File: config.mk
export PLATFORM = sky130hd
export DESIGN_NAME = ibis_top
export DESIGN_NICKNAME = d
export VERILOG_FILES = /design/src/shared/ibis_pkg.sv /design/src/shared/ibis_ctl_if.sv /design/src/ibis_prio_ctl.sv /design/src/ibis_top.sv
export SDC_FILE = /design/constraint.sdc
export NUM_CORES = 1
export LEC_CHECK = 0
export ABC_AREA = 1
export ABC_CLOCK_PERIOD_IN_PS = 3750
export BUFFER_PORTS_ARGS = -buffer_cell sky130_fd_sc_hd__buf_2
export CORE_AREA = 2 2 264 266
export CTS_CLUSTER_SIZE = 30
export DETAILED_ROUTE_END_ITERATION = 16
export DIE_AREA = 0 0 266 268
export MAX_ROUTING_LAYER = met4
export SKIP_LAST_GASP = 1
export SLEW_MARGIN = 20
export SYNTH_ARGS = -nofsm -noshare
export SYNTH_HDL_FRONTEND = slang
export SYNTH_HIERARCHICAL = 1
export SYNTH_SLANG_ARGS = --single-unit
File: constraint.sdc
create_clock -name ref_clk -period 3.75 [get_ports ref_clk]
set_clock_uncertainty 0.05 [all_clocks]
set_input_delay 0.5625 -clock ref_clk [delete_from_list [all_inputs] [get_ports ref_clk]]
set_output_delay 0.5625 -clock ref_clk [all_outputs]
set_load 0.02 [all_outputs]
File: src/shared/ibis_pkg.sv
// Package with constants and types for the board interrupt system.
package ibis_pkg;
    localparam int NUM_LINES      = 8;
    localparam int NUM_SOURCES    = 10;
    localparam int NUM_VLINES     = 8;
    localparam int RESP_BYTES_MAX = 4;
    localparam int SEL_W          = 4;
    localparam int RESP_IDX_W     = 2;
    localparam int SRC_RX_A       = 0;
    localparam int SRC_TX_A       = 1;
    localparam int SRC_DONE_A     = 2;
    localparam int SRC_RX_B       = 3;
    localparam int SRC_TX_B       = 4;
    localparam int SRC_DONE_B     = 5;
    localparam int SRC_IN_A       = 6;
    localparam int SRC_IN_B       = 7;
    localparam int SRC_OUT_A      = 8;
    localparam int SRC_OUT_B      = 9;
    localparam logic [3:0] MAP_UNUSED = 4'hF;
    localparam logic [7:0] ACK_INSTR_RESET = 8'hFF;
    localparam logic [1:0] RESP_CNT_RESET  = 2'h0;

    typedef enum logic [1:0] {
        IBIS_IDLE     = 2'b00,
        IBIS_PENDING  = 2'b01,
        IBIS_SERVING  = 2'b10
    } ibis_state_t;
endpackage

File: src/shared/ibis_ctl_if.sv
// Interface joining the top module to one priority controller.
`timescale 1ns/10ps
interface ibis_ctl_if;
    logic [7:0] request_input;
    logic [7:0] request_enable;
    logic       ctl_enable;
    logic       acknowledge_input;
    logic       req_active;
    logic [2:0] req_level;
    logic       intr_out;
    logic [2:0] served_level;
    logic       served_valid;
    modport ctl (input request_input, request_enable, ctl_enable, acknowledge_input,
                 output req_active, req_level, intr_out, served_level, served_valid);
    modport top (output request_input, request_enable, ctl_enable, acknowledge_input,
                 input req_active, req_level, intr_out, served_level, served_valid);
endinterface

File: src/ibis_prio_ctl.sv
// Eight-input fixed priority controller with masking and acknowledge capture.
`timescale 1ns/10ps
module ibis_prio_ctl
    import ibis_pkg::*;
(
    input  wire logic  ref_clk,
    input  wire logic  reset,
    ibis_ctl_if.ctl    bus
);
    logic [7:0] pend;
    logic [2:0] lvl;
    logic       act;
    logic [2:0] served_r;
    logic [2:0] served_nxt;
    logic       sval_r;
    logic       sval_nxt;
    logic       ack_d_r;
    logic       ack_d_nxt;

    // Input 0 wins; requests are masked per input and by the controller enable.
    always_comb begin
        pend = bus.request_input & bus.request_enable & {8{bus.ctl_enable}};
        act  = |pend;
        lvl  = 3'h0;
        for (int i = NUM_LINES - 1; i >= 0; i--) begin
            if (pend[i]) begin
                lvl = i[2:0];
            end
        end
    end

    always_comb begin
        ack_d_nxt  = bus.acknowledge_input;
        served_nxt = served_r;
        sval_nxt   = sval_r;
        if (bus.acknowledge_input && !ack_d_r && act) begin
            served_nxt = lvl;
            sval_nxt   = 1'b1;
        end else if (!act) begin
            sval_nxt   = 1'b0;
        end
    end

    always_ff @(posedge ref_clk) begin
        if (reset) begin
            served_r <= 3'h0;
            sval_r   <= 1'b0;
            ack_d_r  <= 1'b0;
        end else begin
            served_r <= served_nxt;
            sval_r   <= sval_nxt;
            ack_d_r  <= ack_d_nxt;
        end
    end

    assign bus.req_active   = act;
    assign bus.req_level    = lvl;
    assign bus.intr_out     = act;
    assign bus.served_level = served_r;
    assign bus.served_valid = sval_r;
endmodule // ibis_prio_ctl

File: src/ibis_top.sv
// Board interrupt system: polarity, source routing, cascade and response bytes.
`timescale 1ns/10ps
module ibis_top
    import ibis_pkg::*;
(
    input  wire logic                          ref_clk,
    input  wire logic                          reset,
    input  wire logic [NUM_LINES-1:0]          control_line,
    input  wire logic [NUM_LINES-1:0]          line_polarity_select,
    input  wire logic [2*NUM_SOURCES-1:0]      source_events,
    input  wire logic [1:0]                    serial_tx_done,
    input  wire logic [1:0]                    serial_modem_change,
    input  wire logic [1:0]                    input_latch_strobe,
    input  wire logic [1:0]                    input_port_read,
    input  wire logic [1:0]                    output_port_load,
    input  wire logic [1:0]                    peripheral_ack,
    input  wire logic [1:0]                    rx_byte_ready_in,
    input  wire logic [1:0]                    tx_holding_free_in,
    input  wire logic [8*SEL_W-1:0]            source_priority_map,
    input  wire logic                          cascade_mode,
    input  wire logic                          a_ranks_high,
    input  wire logic                          drive_pint,
    input  wire logic                          ack_mode_select,
    input  wire logic [2:0]                    vline_sel_a,
    input  wire logic [2:0]                    vline_sel_b,
    input  wire logic [7:0]                    enable_a,
    input  wire logic [7:0]                    enable_b,
    input  wire logic                          ctl_enable_a,
    input  wire logic                          ctl_enable_b,
    input  wire logic [8*8*RESP_BYTES_MAX-1:0] resp_bytes_a,
    input  wire logic [8*8*RESP_BYTES_MAX-1:0] resp_bytes_b,
    input  wire logic [RESP_IDX_W-1:0]         resp_count,
    input  wire logic [7:0]                    ack_instr_base,
    input  wire logic                          bus_inta,
    input  wire logic                          resp_read,
    input  wire logic                          resp_sel_b,
    output logic                               pint_out,
    output logic [NUM_VLINES-1:0]              vint_out,
    output logic [7:0]                         inta_data,
    output logic                               inta_data_valid,
    output logic [7:0]                         resp_data,
    output logic [9:0]                         onboard_source_n
);
    ibis_ctl_if ctl_a ();
    ibis_ctl_if ctl_b ();

    logic [9:0]       src_n;
    logic [1:0]       in_flag_r;
    logic [1:0]       in_flag_nxt;
    logic [1:0]       out_flag_r;
    logic [1:0]       out_flag_nxt;
    logic [1:0]       out_loaded_r;
    logic [1:0]       out_loaded_nxt;
    logic [1:0]       done_flag_r;
    logic [1:0]       done_flag_nxt;
    logic [7:0]       b_req;
    logic             ack_a;
    logic             ack_b;
    logic             win_b;
    logic [2:0]       win_lvl;
    logic             any_req;
    logic [7:0]       inta_r;
    logic [7:0]       inta_nxt;
    logic             inta_v_r;
    logic             inta_v_nxt;
    logic [7:0]       resp_r;
    logic [7:0]       resp_nxt;
    logic [1:0]       ridx_r;
    logic [1:0]       ridx_nxt;
    logic             rsrc_b;
    logic [2:0]       rlvl;
    ibis_state_t      st_r;
    ibis_state_t      st_nxt;

    // Picks one byte out of a packed table of four bytes per level.
    function automatic logic [7:0] pick_byte(input logic [8*8*RESP_BYTES_MAX-1:0] tbl,
                                             input logic [2:0] lvl,
                                             input logic [1:0] idx);
        logic [4:0] k;
        k = {lvl, idx};
        pick_byte = tbl[k*8 +: 8];
    endfunction

    // Hardware events set the sticky source flags; a set in the clearing cycle wins.
    always_comb begin
        in_flag_nxt    = in_flag_r;
        out_flag_nxt   = out_flag_r;
        out_loaded_nxt = out_loaded_r;
        done_flag_nxt  = done_flag_r;
        for (int p = 0; p < 2; p++) begin
            if (input_port_read[p]) in_flag_nxt[p] = 1'b0;
            if (input_latch_strobe[p]) in_flag_nxt[p] = 1'b1;
            if (output_port_load[p]) begin
                out_flag_nxt[p]   = 1'b0;
                out_loaded_nxt[p] = 1'b1;
            end
            // An acknowledge for the previous load still counts when a new load coincides.
            if (peripheral_ack[p] && out_loaded_r[p]) begin
                out_flag_nxt[p]   = 1'b1;
                out_loaded_nxt[p] = output_port_load[p];
            end
            // The done flag follows the serial port and clears one cycle after both serial events drop.
            done_flag_nxt[p] = serial_tx_done[p] | serial_modem_change[p];
        end
    end

    always_ff @(posedge ref_clk) begin
        if (reset) begin
            in_flag_r    <= 2'h0;
            out_flag_r   <= 2'h0;
            out_loaded_r <= 2'h0;
            done_flag_r  <= 2'h0;
        end else begin
            in_flag_r    <= in_flag_nxt;
            out_flag_r   <= out_flag_nxt;
            out_loaded_r <= out_loaded_nxt;
            done_flag_r  <= done_flag_nxt;
        end
    end

    // Active low onboard sources, then routing through the map into controller B.
    always_comb begin
        src_n             = 10'h3FF;
        src_n[SRC_RX_A]   = ~rx_byte_ready_in[0];
        src_n[SRC_RX_B]   = ~rx_byte_ready_in[1];
        src_n[SRC_TX_A]   = ~tx_holding_free_in[0];
        src_n[SRC_TX_B]   = ~tx_holding_free_in[1];
        src_n[SRC_DONE_A] = ~done_flag_r[0];
        src_n[SRC_DONE_B] = ~done_flag_r[1];
        src_n[SRC_IN_A]   = ~in_flag_r[0];
        src_n[SRC_IN_B]   = ~in_flag_r[1];
        src_n[SRC_OUT_A]  = ~out_flag_r[0];
        src_n[SRC_OUT_B]  = ~out_flag_r[1];
        for (int i = 0; i < 8; i++) begin
            logic [3:0] s;
            s = source_priority_map[i*SEL_W +: SEL_W];
            // Map values above nine or the unused code leave the input idle.
            b_req[i] = (s != MAP_UNUSED && s < 4'hA) ? ~src_n[s] : 1'b0;
        end
    end

    // The map and mode pins are jumper-like straps and must not change while running.
    assign ctl_a.request_input  = control_line ^ line_polarity_select;
    assign ctl_a.request_enable = enable_a;
    assign ctl_a.ctl_enable     = ctl_enable_a;
    assign ctl_b.request_input  = b_req;
    assign ctl_b.request_enable = enable_b;
    assign ctl_b.ctl_enable     = ctl_enable_b;

    // In cascade both controllers see one acknowledge; otherwise only the one chosen by resp_sel_b.
    always_comb begin
        win_b   = ctl_b.req_active && (!ctl_a.req_active || !a_ranks_high);
        win_lvl = win_b ? ctl_b.req_level : ctl_a.req_level;
        any_req = ctl_a.req_active | ctl_b.req_active;
        ack_a   = cascade_mode ? bus_inta : (bus_inta && !resp_sel_b);
        ack_b   = cascade_mode ? bus_inta : (bus_inta && resp_sel_b);
    end

    assign ctl_a.acknowledge_input = ack_a;
    assign ctl_b.acknowledge_input = ack_b;

    ibis_prio_ctl u_ctl_a (
        .ref_clk (ref_clk),
        .reset   (reset),
        .bus     (ctl_a)
    );

    ibis_prio_ctl u_ctl_b (
        .ref_clk (ref_clk),
        .reset   (reset),
        .bus     (ctl_b)
    );

    // Output line selection per mode.
    always_comb begin
        pint_out = 1'b0;
        vint_out = 8'h00;
        if (cascade_mode) begin
            if (drive_pint) begin
                pint_out = any_req;
            end else begin
                vint_out[vline_sel_a] = any_req;
            end
        end else begin
            vint_out[vline_sel_a] = ctl_a.intr_out;
            vint_out[vline_sel_b] = vint_out[vline_sel_b] | ctl_b.intr_out;
        end
    end

    // Acknowledge answer and software response reads.
    always_comb begin
        st_nxt     = st_r;
        inta_nxt   = inta_r;
        inta_v_nxt = 1'b0;
        resp_nxt   = resp_r;
        ridx_nxt   = ridx_r;
        rsrc_b     = cascade_mode ? win_b : resp_sel_b;
        rlvl       = rsrc_b ? ctl_b.req_level : ctl_a.req_level;
        case (st_r)
            IBIS_IDLE: begin
                if (any_req) st_nxt = IBIS_PENDING;
            end
            IBIS_PENDING: begin
                // Vectored operation leaves the acknowledge to the external arbiter.
                if (bus_inta && ack_mode_select && drive_pint && cascade_mode) begin
                    inta_nxt   = ack_instr_base | {4'h0, win_b, win_lvl};
                    inta_v_nxt = 1'b1;
                    st_nxt     = IBIS_SERVING;
                end else if (!any_req) begin
                    st_nxt = IBIS_IDLE;
                end
            end
            IBIS_SERVING: begin
                if (!bus_inta) st_nxt = any_req ? IBIS_PENDING : IBIS_IDLE;
            end
            default: st_nxt = IBIS_IDLE;
        endcase
        if (resp_read) begin
            resp_nxt = pick_byte(rsrc_b ? resp_bytes_b : resp_bytes_a, rlvl, ridx_r);
            ridx_nxt = (ridx_r == resp_count) ? 2'h0 : ridx_r + 2'h1;
        end
    end

    always_ff @(posedge ref_clk) begin
        if (reset) begin
            st_r     <= IBIS_IDLE;
            inta_r   <= ACK_INSTR_RESET;
            inta_v_r <= 1'b0;
            resp_r   <= 8'h00;
            ridx_r   <= RESP_CNT_RESET;
        end else begin
            st_r     <= st_nxt;
            inta_r   <= inta_nxt;
            inta_v_r <= inta_v_nxt;
            resp_r   <= resp_nxt;
            ridx_r   <= ridx_nxt;
        end
    end

    assign inta_data        = inta_r;
    assign inta_data_valid  = inta_v_r;
    assign resp_data        = resp_r;
    assign onboard_source_n = src_n;
endmodule // ibis_top
==> out/results.ini, run 1 <==
[timing]
worst_slew_pin_slew_ps=834.1
final.setup.tns_ps=0
finalCritPeriodShare_pct=94.79
setup_viol=0
period_minus_slack_ps=3555
fin_ws_ps=195.3
hold_slack_ps=401.8
slew_headroom_pct=44.39
drv_slew=0
final_hold_viol_count=0
timing.fmax_mhz=281.3

[floorplan]
rows=96
core_mm2=0.06823
fp.dieH_um=268
ios=675
dieWidth_um=266
start_util_pct=13.35
dieArea_mm2=0.07129

[critical_path]
crit_start=in_flag_r[1]$_SDFFE_PP0P_
slowest_stage=dfxtp_1
crit_fanout=86
rr_startpoint=in_flag_r[1]$_SDFFE_PP0P_
r2r_slack_ps=200
cp-endpoint=resp_data[7]$_SDFFE_PP0P_
cpLargestDelayFamily=simple AND/OR/NAND/NOR gates
cp_common_cell=nand3_1
reg2reg_depth=21
cp.arrival_ps=3680
cp_num_cells=21
critical_path_class=flip-flop to flip-flop
critPathBufInv=4
reg2reg_to=resp_data[7]$_SDFFE_PP0P_
start_kind=flip-flop
cp-end-kind=flip-flop
max_stage_delay_ps=390
critPathRequiredTime_ps=3870
path_cells=clkinvlp_4, a21oi_1, a21oi_1, a221oi_1, nand3_2, nand2_2, nor2_2, nand2_4, nand3_4, buf_12, buf_4, nand3_1, nand2_1, nand2_1, nand3_1, nand3_1, nand3_1, nand3_1, nand3_1, nand2_1, inv_1

[placed_design]
place.gp.congestion=0.9625
dp_slack_ps=-33.23
dpl_cell_area_mm2=0.01360
dp_hpwl_um=56120
io_buffers=654

[synthesis]
syn_area_mm2=0.009109
syn-mean-instance-area_um2=4.774
syn_nets=2547
syn_inst=1908
ys_warn_count=6

[route]
wirelength_um=65830
avgRoutedWirePerCell_um=19.43
postRouteAntennaNets=0
remaining_drc_errors=0
num_vias=14677
viasPerCell=4.331
dr.pass1.iters=5
dr.first_iter.drc_count=880

[global_route]
antenna_found_initial=20
grt_pass1_wl_um=89700
grt_overflow=0
grt_max_degree=131
grt.total_usage_pct=17.85
grt_pass1_vias=13751

[clock_tree]
path_clk_slew_ps=60
numClockSinks=29
cts_resized=0
clk_latency_ps=280
tritoncts=done
clock_path_buffers=2
ctsHoldBuffers=0
cts_setup_buffers=0
htreeDepth=2
root_buffer=clkbuf_16
cts_buffers=5

[worst_hold_path]
hold-path-cell-count=2
hold_path_class=flip-flop to flip-flop

[job]
max_cap_viol_count=0

[pwr]
p_leak_uw=0.007856
swShare_pct=53.60
p_sw_uw=1712
ir_drop_v=0.0001198
clkPwrFrac_pct=12.9
p_int_uw=1482
p_comb_share_pct=76.1
seq_power_share_pct=11.0
powerDensity_mw_per_mm2=231.4

[finish]
area_delta_synth_final_pct=51.51
regArea_um2=589.3
fill_cells=8142
drive_above_1_share_pct=31.97
post-route-cell-area_mm2=0.01380
fin_util_pct=20.23
fin_nets=3135
multiInputGateArea_mm2=0.007143

[run_status]
status=finished clean

[layout make-up]
| cell class | instances | area share, % |
|---|---|---|
| diodes | 11 | 0.1995 |
| well taps | 882 | 7.996 |
| multi-input cells | 1552 | 51.76 |
| clock inverters | 1 | 0.04533 |
| flip-flops and latches | 29 | 4.270 |
| clock buffers | 6 | 1.006 |
| repair buffers | 738 | 30.01 |
| inverters | 170 | 4.714 |
[cell usage in the layout (no fill, tap or decap), types with 4 or more instances in the layout]
master	n
diode_2	11
nand3_1	556
dfxtp_1	26
a211oi_1	6
a21oi_1	52
clkbuf_16	5
a221oi_1	4
buf_2	654
nor2_2	4
buf_4	65
nor2_1	52
o211ai_1	21
nand2_1	744
xor2_1	9
nor3_1	11
inv_4	4
o21ai_0	42
buf_12	19
nand3_2	18
inv_1	161
nand2_2	6
[metal layers]
metal / GRT usage, % / up-vias / wire length [um]
met5: - / - / 0
met4: 5.952 / 0 / 2456
met3: 1.759 / 80 / 3724
met2: 31.38 / 747 / 31960
met1: 21.31 / 6465 / 27690
li1: - / 7385 / -
[power by group through the flow]
stage / Clock (uW) / Sequential [uW] / Combinational (uW)
finish: 412 / 350 / 2430
global route: 447 / 353 / 2680
CTS: 435 / 350 / 2470
detailed placement: 0 / 356 / 2470
global placement: 0 / 355 / 2460
floorplan: 0 / 365 / 1280
[metrics by stage]
step                cells  power, uW
CTS                  3378       3257
finish               3389       3194
detailed placement   3371       2821
global route         3387       3482
floorplan            1908       1648
global placement     3371       2817
[worst register-to-register path: cells and delay by family (launching register included)]
kind | cells | cell delay, ps
AOI/OAI and AO/OA | 3 | 560
DFF | 1 | 390
and+or+nand+nor | 14 | 1500
buffers and inverters | 4 | 940
[flip-flops by register name (all words and copies together), names as in the netlist]
| signal | flops |
|---|---|
| inta_data_valid | 1 |
| out_loaded_r | 2 |
| resp_data | 8 |
| inta_data | 8 |
| done_flag_r | 2 |
| out_flag_r | 2 |
| st_r | 2 |
| in_flag_r | 2 |
| ridx_r | 2 |
[worst min path at each step]
stage                                 start                      endpoint  slack (ps)
5_1_grt        out_loaded_r[0]$_SDFFE_PP0P_  out_loaded_r[0]$_SDFFE_PP0P_         430
6_report       out_loaded_r[0]$_SDFFE_PP0P_    out_flag_r[0]$_SDFFE_PP0P_         400
3_3_place_gp   out_loaded_r[0]$_SDFFE_PP0P_    out_flag_r[0]$_SDFFE_PP0P_         400
3_5_place_dp   out_loaded_r[0]$_SDFFE_PP0P_    out_flag_r[0]$_SDFFE_PP0P_         400
4_1_cts        out_loaded_r[0]$_SDFFE_PP0P_  out_loaded_r[0]$_SDFFE_PP0P_         410
2_1_floorplan  out_loaded_r[0]$_SDFFE_PP0P_    out_flag_r[0]$_SDFFE_PP0P_         390
Note: power is estimated with default switching activity, not from simulation.
==> inputs of run 2 (changes only) <==
--- a/config.mk
+++ b/config.mk
@@ -13,6 +13,7 @@
 export DETAILED_ROUTE_END_ITERATION = 16
 export DIE_AREA = 0 0 266 268
 export MAX_ROUTING_LAYER = met4
+export PLACE_DENSITY = 0.46
 export SKIP_LAST_GASP = 1
 export SLEW_MARGIN = 20
 export SYNTH_ARGS = -nofsm -noshare
==> run 2 against run 1 <==
  * Count of clock-buffer cells in the layout unchanged
  * Die area unchanged
  * Cell count up 1.4%
  * Sequential power about the same
  * Wire length up 3.5%
  * Worst hold slack better by 7.7 ps
  * Sequential share of layout area down 0.14 points
  * Via count up 0.95%
  * Largest power group unchanged
==> out/results.ini, run 2 (synthesis gave the netlist of run 1 again) <==
[run_status]
status=finished clean  ; unchanged

[timing]
hold_slack_ps=409.5  ; was 401.8 ps
worst_slew_pin_slew_ps=794.7  ; was 834.1 ps
finalCritPeriodShare_pct=93.82  ; was 94.79%
timing.fmax_mhz=284.2  ; was 281.3 MHz
final.setup.tns_ps=0  ; unchanged
slew_headroom_pct=47.02  ; was 44.39%
drv_slew=0  ; unchanged
rsz0062_at_grt=false
setup_viol=0  ; unchanged
final_hold_viol_count=0  ; unchanged
period_minus_slack_ps=3518  ; was 3555 ps

[global_route]
grt_overflow=0  ; unchanged
grt_pass1_vias=14020  ; was 13751
antenna_found_initial=13  ; was 20
grt_pass1_wl_um=93210  ; was 89700 um
grt_max_degree=131  ; unchanged
grt.total_usage_pct=18.42  ; was 17.85%

[route]
postRouteAntennaNets=0  ; unchanged
dr.first_iter.drc_count=935  ; was 880
num_vias=14817  ; was 14677
avgRoutedWirePerCell_um=19.83  ; was 19.43 um
wirelength_um=68170  ; was 65830 um
remaining_drc_errors=0  ; unchanged
viasPerCell=4.311  ; was 4.331
dr.pass1.iters=5  ; unchanged

[finish]
fin_nets=3185  ; was 3135
layout_commonest_cell=nand2_1  ; unchanged
drive_above_1_share_pct=33.23  ; was 31.97%
area_delta_synth_final_pct=56.48  ; was 51.51%
layout_common_cells=nand2_1, buf_2, nand3_1  ; unchanged
fill_cells=8158  ; was 8142

[clock_tree]
cts_buffers=5  ; unchanged
tritoncts=done  ; unchanged
clock_path_buffers=2  ; unchanged
root_buffer=clkbuf_16  ; unchanged
numClockSinks=29  ; unchanged
clk_latency_ps=280  ; about the same
ctsHoldBuffers=0  ; unchanged
path_clk_slew_ps=60  ; about the same
htreeDepth=2  ; unchanged

[critical_path]
crit_fanout=13  ; was 86
critical_path_class=input port to flip-flop  ; was flip-flop to flip-flop
cp-end-kind=flip-flop  ; unchanged
critPathRequiredTime_ps=3880  ; was 3870 ps
cp.arrival_ps=3640  ; was 3680 ps
start_kind=input port  ; was flip-flop

[placed_design]
dp_hpwl_um=56970  ; was 56120 um
place.gp.congestion=0.9100  ; was 0.9625
io_buffers=654  ; unchanged

[floorplan]
dieArea_mm2=0.07129  ; unchanged
ios=675  ; unchanged
start_util_pct=13.35  ; unchanged
core_mm2=0.06823  ; unchanged
rows=96  ; unchanged
dieWidth_um=266  ; unchanged
fp.dieH_um=268  ; unchanged

[pwr]
ir_drop_v=0.0001312  ; was 0.0001198 V
powerDensity_mw_per_mm2=235.2  ; was 231.4 mW/mm^2
p_leak_uw=0.008139  ; was 0.007856 uW

[worst_hold_path]
hold_path_class=flip-flop to flip-flop  ; unchanged

[job]
max_cap_viol_count=0  ; unchanged

[run 2: critical path, stage by stage]
cell	delay (ps)
buf_2	90
clkinv_1	70
buf_4	180
o211ai_1	160
a21oi_1	80
a221oi_1	310
nand3_2	130
nand2_2	90
nor2_2	50
nand2_4	80
nand3_4	140
buf_12	180
buf_12	140
buf_4	180
nand3_1	70
nand2_1	170
nand2_1	110
nand3_1	100
nand3_1	110
nand3_1	140
nand3_1	100
buf_4	140
nand3_1	100
nand2_1	90
inv_1	30
[run 2: path summary, 6_finish.rpt]
check,startpoint,slack [ps],cells after the start,to
max reg2reg,out_flag_r[1]$_SDFFE_PP0P_,280,24,resp_data[2]$_SDFFE_PP0P_
max,rx_byte_ready_in[0],230,25,resp_data[2]$_SDFFE_PP0P_
min,out_loaded_r[1]$_SDFFE_PP0P_,410,2,out_loaded_r[1]$_SDFFE_PP0P_
min reg2reg,out_loaded_r[1]$_SDFFE_PP0P_,410,2,out_loaded_r[1]$_SDFFE_PP0P_
[run 2: per-stage QoR]
| stage | total power [uW] | worst slack (ps) | area [um^2] | instances | utilization (%) |
|---|---|---|---|---|---|
| after global routing | 3658 | 9.749 | 14250 | 3437 | 20.89 |
| final | 3352 | 231.8 | 14250 | 3437 | 20.89 |
| after global placement | 2958 | -114.3 | 13990 | 3418 | 20.50 |
| after CTS | 3402 | 145.0 | 14130 | 3425 | 20.71 |
| after detailed placement | 2959 | -114.4 | 13990 | 3418 | 20.50 |
| after floorplan | 1648 | 170.2 | 9109 | 1908 | - |
[run 2: final cells by class]
type	count	area (um^2)	share of cell area, %
diodes	9	22.52	0.1580
clock inverters	1	6.256	0.04389
clock buffers	6	138.9	0.9744
multi-input cells	1552	7134	50.05
well taps	882	1104	7.742
repair buffers	788	4612	32.36
flip-flops and latches	29	589.3	4.134
inverters	170	646.9	4.538
[run 2: power by group]
group	switching (uW)	internal (uW)	leakage, uW
clock network	160	261	0.0000733
logic	1590	997	0.00783
registers	16.1	332	0.000241
[run 2: repair_timing]
item	in CTS	in global routing
setup endpoints to repair	0	8
resized for setup	0	8
setup buffers	0	2
[run 2: layer usage]
layer | track usage (%) | wire, um | vias to the layer above
met2 | 32.86 | 33660 | 578
met4 | 3.356 | 1239 | 0
li1 | - | - | 7487
met1 | 21.82 | 29300 | 6699
met5 | - | 0 | -
met3 | 3.152 | 3972 | 53
==> inputs of run 3 (changes only) <==
--- a/config.mk
+++ b/config.mk
@@ -5,7 +5,6 @@
 export SDC_FILE = /design/constraint.sdc
 export NUM_CORES = 1
 export LEC_CHECK = 0
-export ABC_AREA = 1
 export ABC_CLOCK_PERIOD_IN_PS = 3750
 export BUFFER_PORTS_ARGS = -buffer_cell sky130_fd_sc_hd__buf_2
 export CORE_AREA = 2 2 264 266
@@ -13,7 +12,7 @@
 export DETAILED_ROUTE_END_ITERATION = 16
 export DIE_AREA = 0 0 266 268
 export MAX_ROUTING_LAYER = met4
-export PLACE_DENSITY = 0.46
+export PLACE_DENSITY = 0.42
 export SKIP_LAST_GASP = 1
 export SLEW_MARGIN = 20
 export SYNTH_ARGS = -nofsm -noshare
==> run 3 against run 2 <==
  * The flow now finishes with violations (setup timing)
  * Sequential power increased by 8.0%
  * Power is 17% lower
  * Utilization shrank 1.6 points
  * Wire length fell by 16%
  * Global-route usage decreased by 2.7 points
==> out/results.ini, run 3 <==
[clock_tree]
tritoncts=done  ; unchanged
cts_buffers=5  ; unchanged
numClockSinks=29  ; unchanged
htreeDepth=2  ; unchanged
root_buffer=clkbuf_16  ; unchanged
path_clk_slew_ps=70  ; was 60 ps
clk_latency_ps=300  ; was 280 ps
ctsHoldBuffers=0  ; unchanged
clock_path_buffers=2  ; unchanged

[route]
dr.first_iter.drc_count=649  ; was 935
remaining_drc_errors=0  ; unchanged
postRouteAntennaNets=0  ; unchanged
viasPerCell=4.143  ; was 4.311
dr.pass1.iters=6  ; was 5
avgRoutedWirePerCell_um=24.33  ; was 19.83 um
wirelength_um=57060  ; was 68170 um
num_vias=9715  ; was 14817

[critical_path]
critPathRequiredTime_ps=3910  ; was 3880 ps
slowest_stage=mux4_2  ; was a221oi_1
cp-end-kind=flip-flop  ; unchanged
start_kind=input port  ; unchanged
rr_startpoint=in_flag_r[1]$_SDFFE_PP0P_  ; was out_flag_r[1]$_SDFFE_PP0P_
path_cells=buf_2, mux4_2, nand3b_1, o21ai_2, a222oi_1, a41o_1, inv_2, a21boi_4, mux2i_4, buf_12, buf_8, buf_12, mux4_2, o22ai_2, o41ai_4, and3_1
crit_start=tx_holding_free_in[1]  ; was rx_byte_ready_in[0]
reg2reg_to=resp_data[4]$_SDFFE_PP0P_  ; was resp_data[2]$_SDFFE_PP0P_
critical_path_class=input port to flip-flop  ; unchanged
cp.arrival_ps=4170  ; was 3640 ps
reg2reg_depth=15  ; was 24
crit_fanout=7  ; was 13
r2r_slack_ps=-240  ; was 280 ps
max_stage_delay_ps=550  ; was 310 ps

[timing]
period_minus_slack_ps=4014  ; was 3518 ps
fin_ws_ps=-264.0  ; was 231.8 ps
rsz0062_at_grt=true  ; was false
finalCritPeriodShare_pct=107.0  ; was 93.82%
hold_slack_ps=412.2  ; was 409.5 ps
final_hold_viol_count=0  ; unchanged
timing.fmax_mhz=249.1  ; was 284.2 MHz
worst_slew_pin_slew_ps=1032  ; was 794.7 ps
setup_viol=8  ; was 0
drv_slew=0  ; unchanged
slew_headroom_pct=31.10  ; was 47.02%

[worst_hold_path]
worstHoldStart=inta_data[1]$_SDFFE_PP1P_  ; was out_loaded_r[1]$_SDFFE_PP0P_
hold_end=inta_data[1]$_SDFFE_PP1P_  ; was out_loaded_r[1]$_SDFFE_PP0P_
hold-path-cell-count=1  ; was 2
hold_path_class=flip-flop to flip-flop  ; unchanged

[pwr]
powerDensity_mw_per_mm2=209.7  ; was 235.2 mW/mm^2
power_uw=2766  ; was 3352 uW
ir_drop_v=0.0001474  ; was 0.0001312 V
p_leak_uw=0.005735  ; was 0.008139 uW

[floorplan]
ios=675  ; unchanged
start_util_pct=9.978  ; was 13.35%
fp.dieH_um=268  ; unchanged
rows=96  ; unchanged
dieWidth_um=266  ; unchanged
dieArea_mm2=0.07129  ; unchanged
core_mm2=0.06823  ; unchanged

[global_route]
antenna_found_initial=44  ; was 13
grt_pass1_wl_um=76130  ; was 93210 um
grt.total_usage_pct=15.75  ; was 18.42%
grt_pass1_vias=10266  ; was 14020
grt_overflow=0  ; unchanged
grt_max_degree=62  ; was 131

[run_status]
status=complete, but fails checks  ; was finished clean
violations=setup timing

[placed_design]
dpl_cell_area_mm2=0.01210  ; was 0.01399 mm^2
place.gp.congestion=0.9706  ; was 0.9100
dp_slack_ps=-1111  ; was -114.4 ps
placedCellCount=2292  ; was 3418
dp_hpwl_um=50910  ; was 56970 um
io_buffers=654  ; unchanged

[finish]
layout_commonest_cell=buf_2  ; was nand2_1
post-route-cell-area_mm2=0.01319  ; was 0.01425 mm^2
stdcell_count=2345  ; was 3437
drive_above_1_share_pct=73.40  ; was 33.23%
area_delta_synth_final_pct=93.75  ; was 56.48%
fin_nets=2074  ; was 3185
layout_common_cells=buf_2, buf_4, mux4_2  ; was nand2_1, buf_2, nand3_1

[synthesis]
syn-mean-instance-area_um2=10.10  ; was 4.774 um^2
syn_nets=1313  ; was 2547
ys_warn_count=6  ; unchanged
syn_area_mm2=0.006808  ; was 0.009109 mm^2
syn_inst=674  ; was 1908

[job]
max_cap_viol_count=0  ; unchanged

-- run 3: worst max-delay path by stage --
stage	cells past startpoint	endpoint	slack, ps
floorplan	16	resp_data[4]$_SDFFE_PP0P_	-70
global placement	18	resp_data[1]$_SDFFE_PP0P_	-1860
detailed placement	17	resp_data[7]$_SDFFE_PP0P_	-1110
CTS	16	resp_data[4]$_SDFFE_PP0P_	-320
global route	16	resp_data[4]$_SDFFE_PP0P_	-410
finish	16	resp_data[4]$_SDFFE_PP0P_	-260
-- run 3: where the power goes --
group	switching [uW]	total, uW	internal (uW)
Clock	209	454	245
Sequential	45.5	376	330
Combinational	895	1940	1040
-- run 3: critical path, delay by kind of cell --
kind            cells  cell delay [ps]
compound gates      6             1380
mux                 3             1270
simple gates        2              310
buf+inv             5              610
-- run 3: area by class of cell --
| type | count | area (um^2) |
|---|---|---|
| clock inverter | 3 | 17.52 |
| tap | 882 | 1104 |
| antenna | 27 | 67.56 |
| sequential | 29 | 594.3 |
| inverter | 27 | 111.4 |
| fill | 7641 | 55040 |
| timing repair buffer | 816 | 4802 |
| multi-input combinational | 556 | 6369 |
| clock buffer | 5 | 125.1 |
-- run 3: stage by stage --
stage          utilization, %  setup TNS [ps]
2_1_floorplan               -          -346.5
3_3_place_gp            17.72           -9743
3_5_place_dp            17.74           -8718
4_1_cts                 18.83           -2774
5_1_grt                 19.32           -3817
6_report                19.33           -1598
-- run 3: per-layer routing --
metal | track usage, % | routed length, um
met3 | 3.565 | 3869
met5 | - | 0
met4 | 4.160 | 1474
met1 | 18.64 | 23260
met2 | 26.90 | 28450
-- run 3: repair_timing --
action,CTS,global route
pin swaps,31,20
resized for setup,113,46
endpoints found under the setup margin,16,16
buffers inserted,19,10
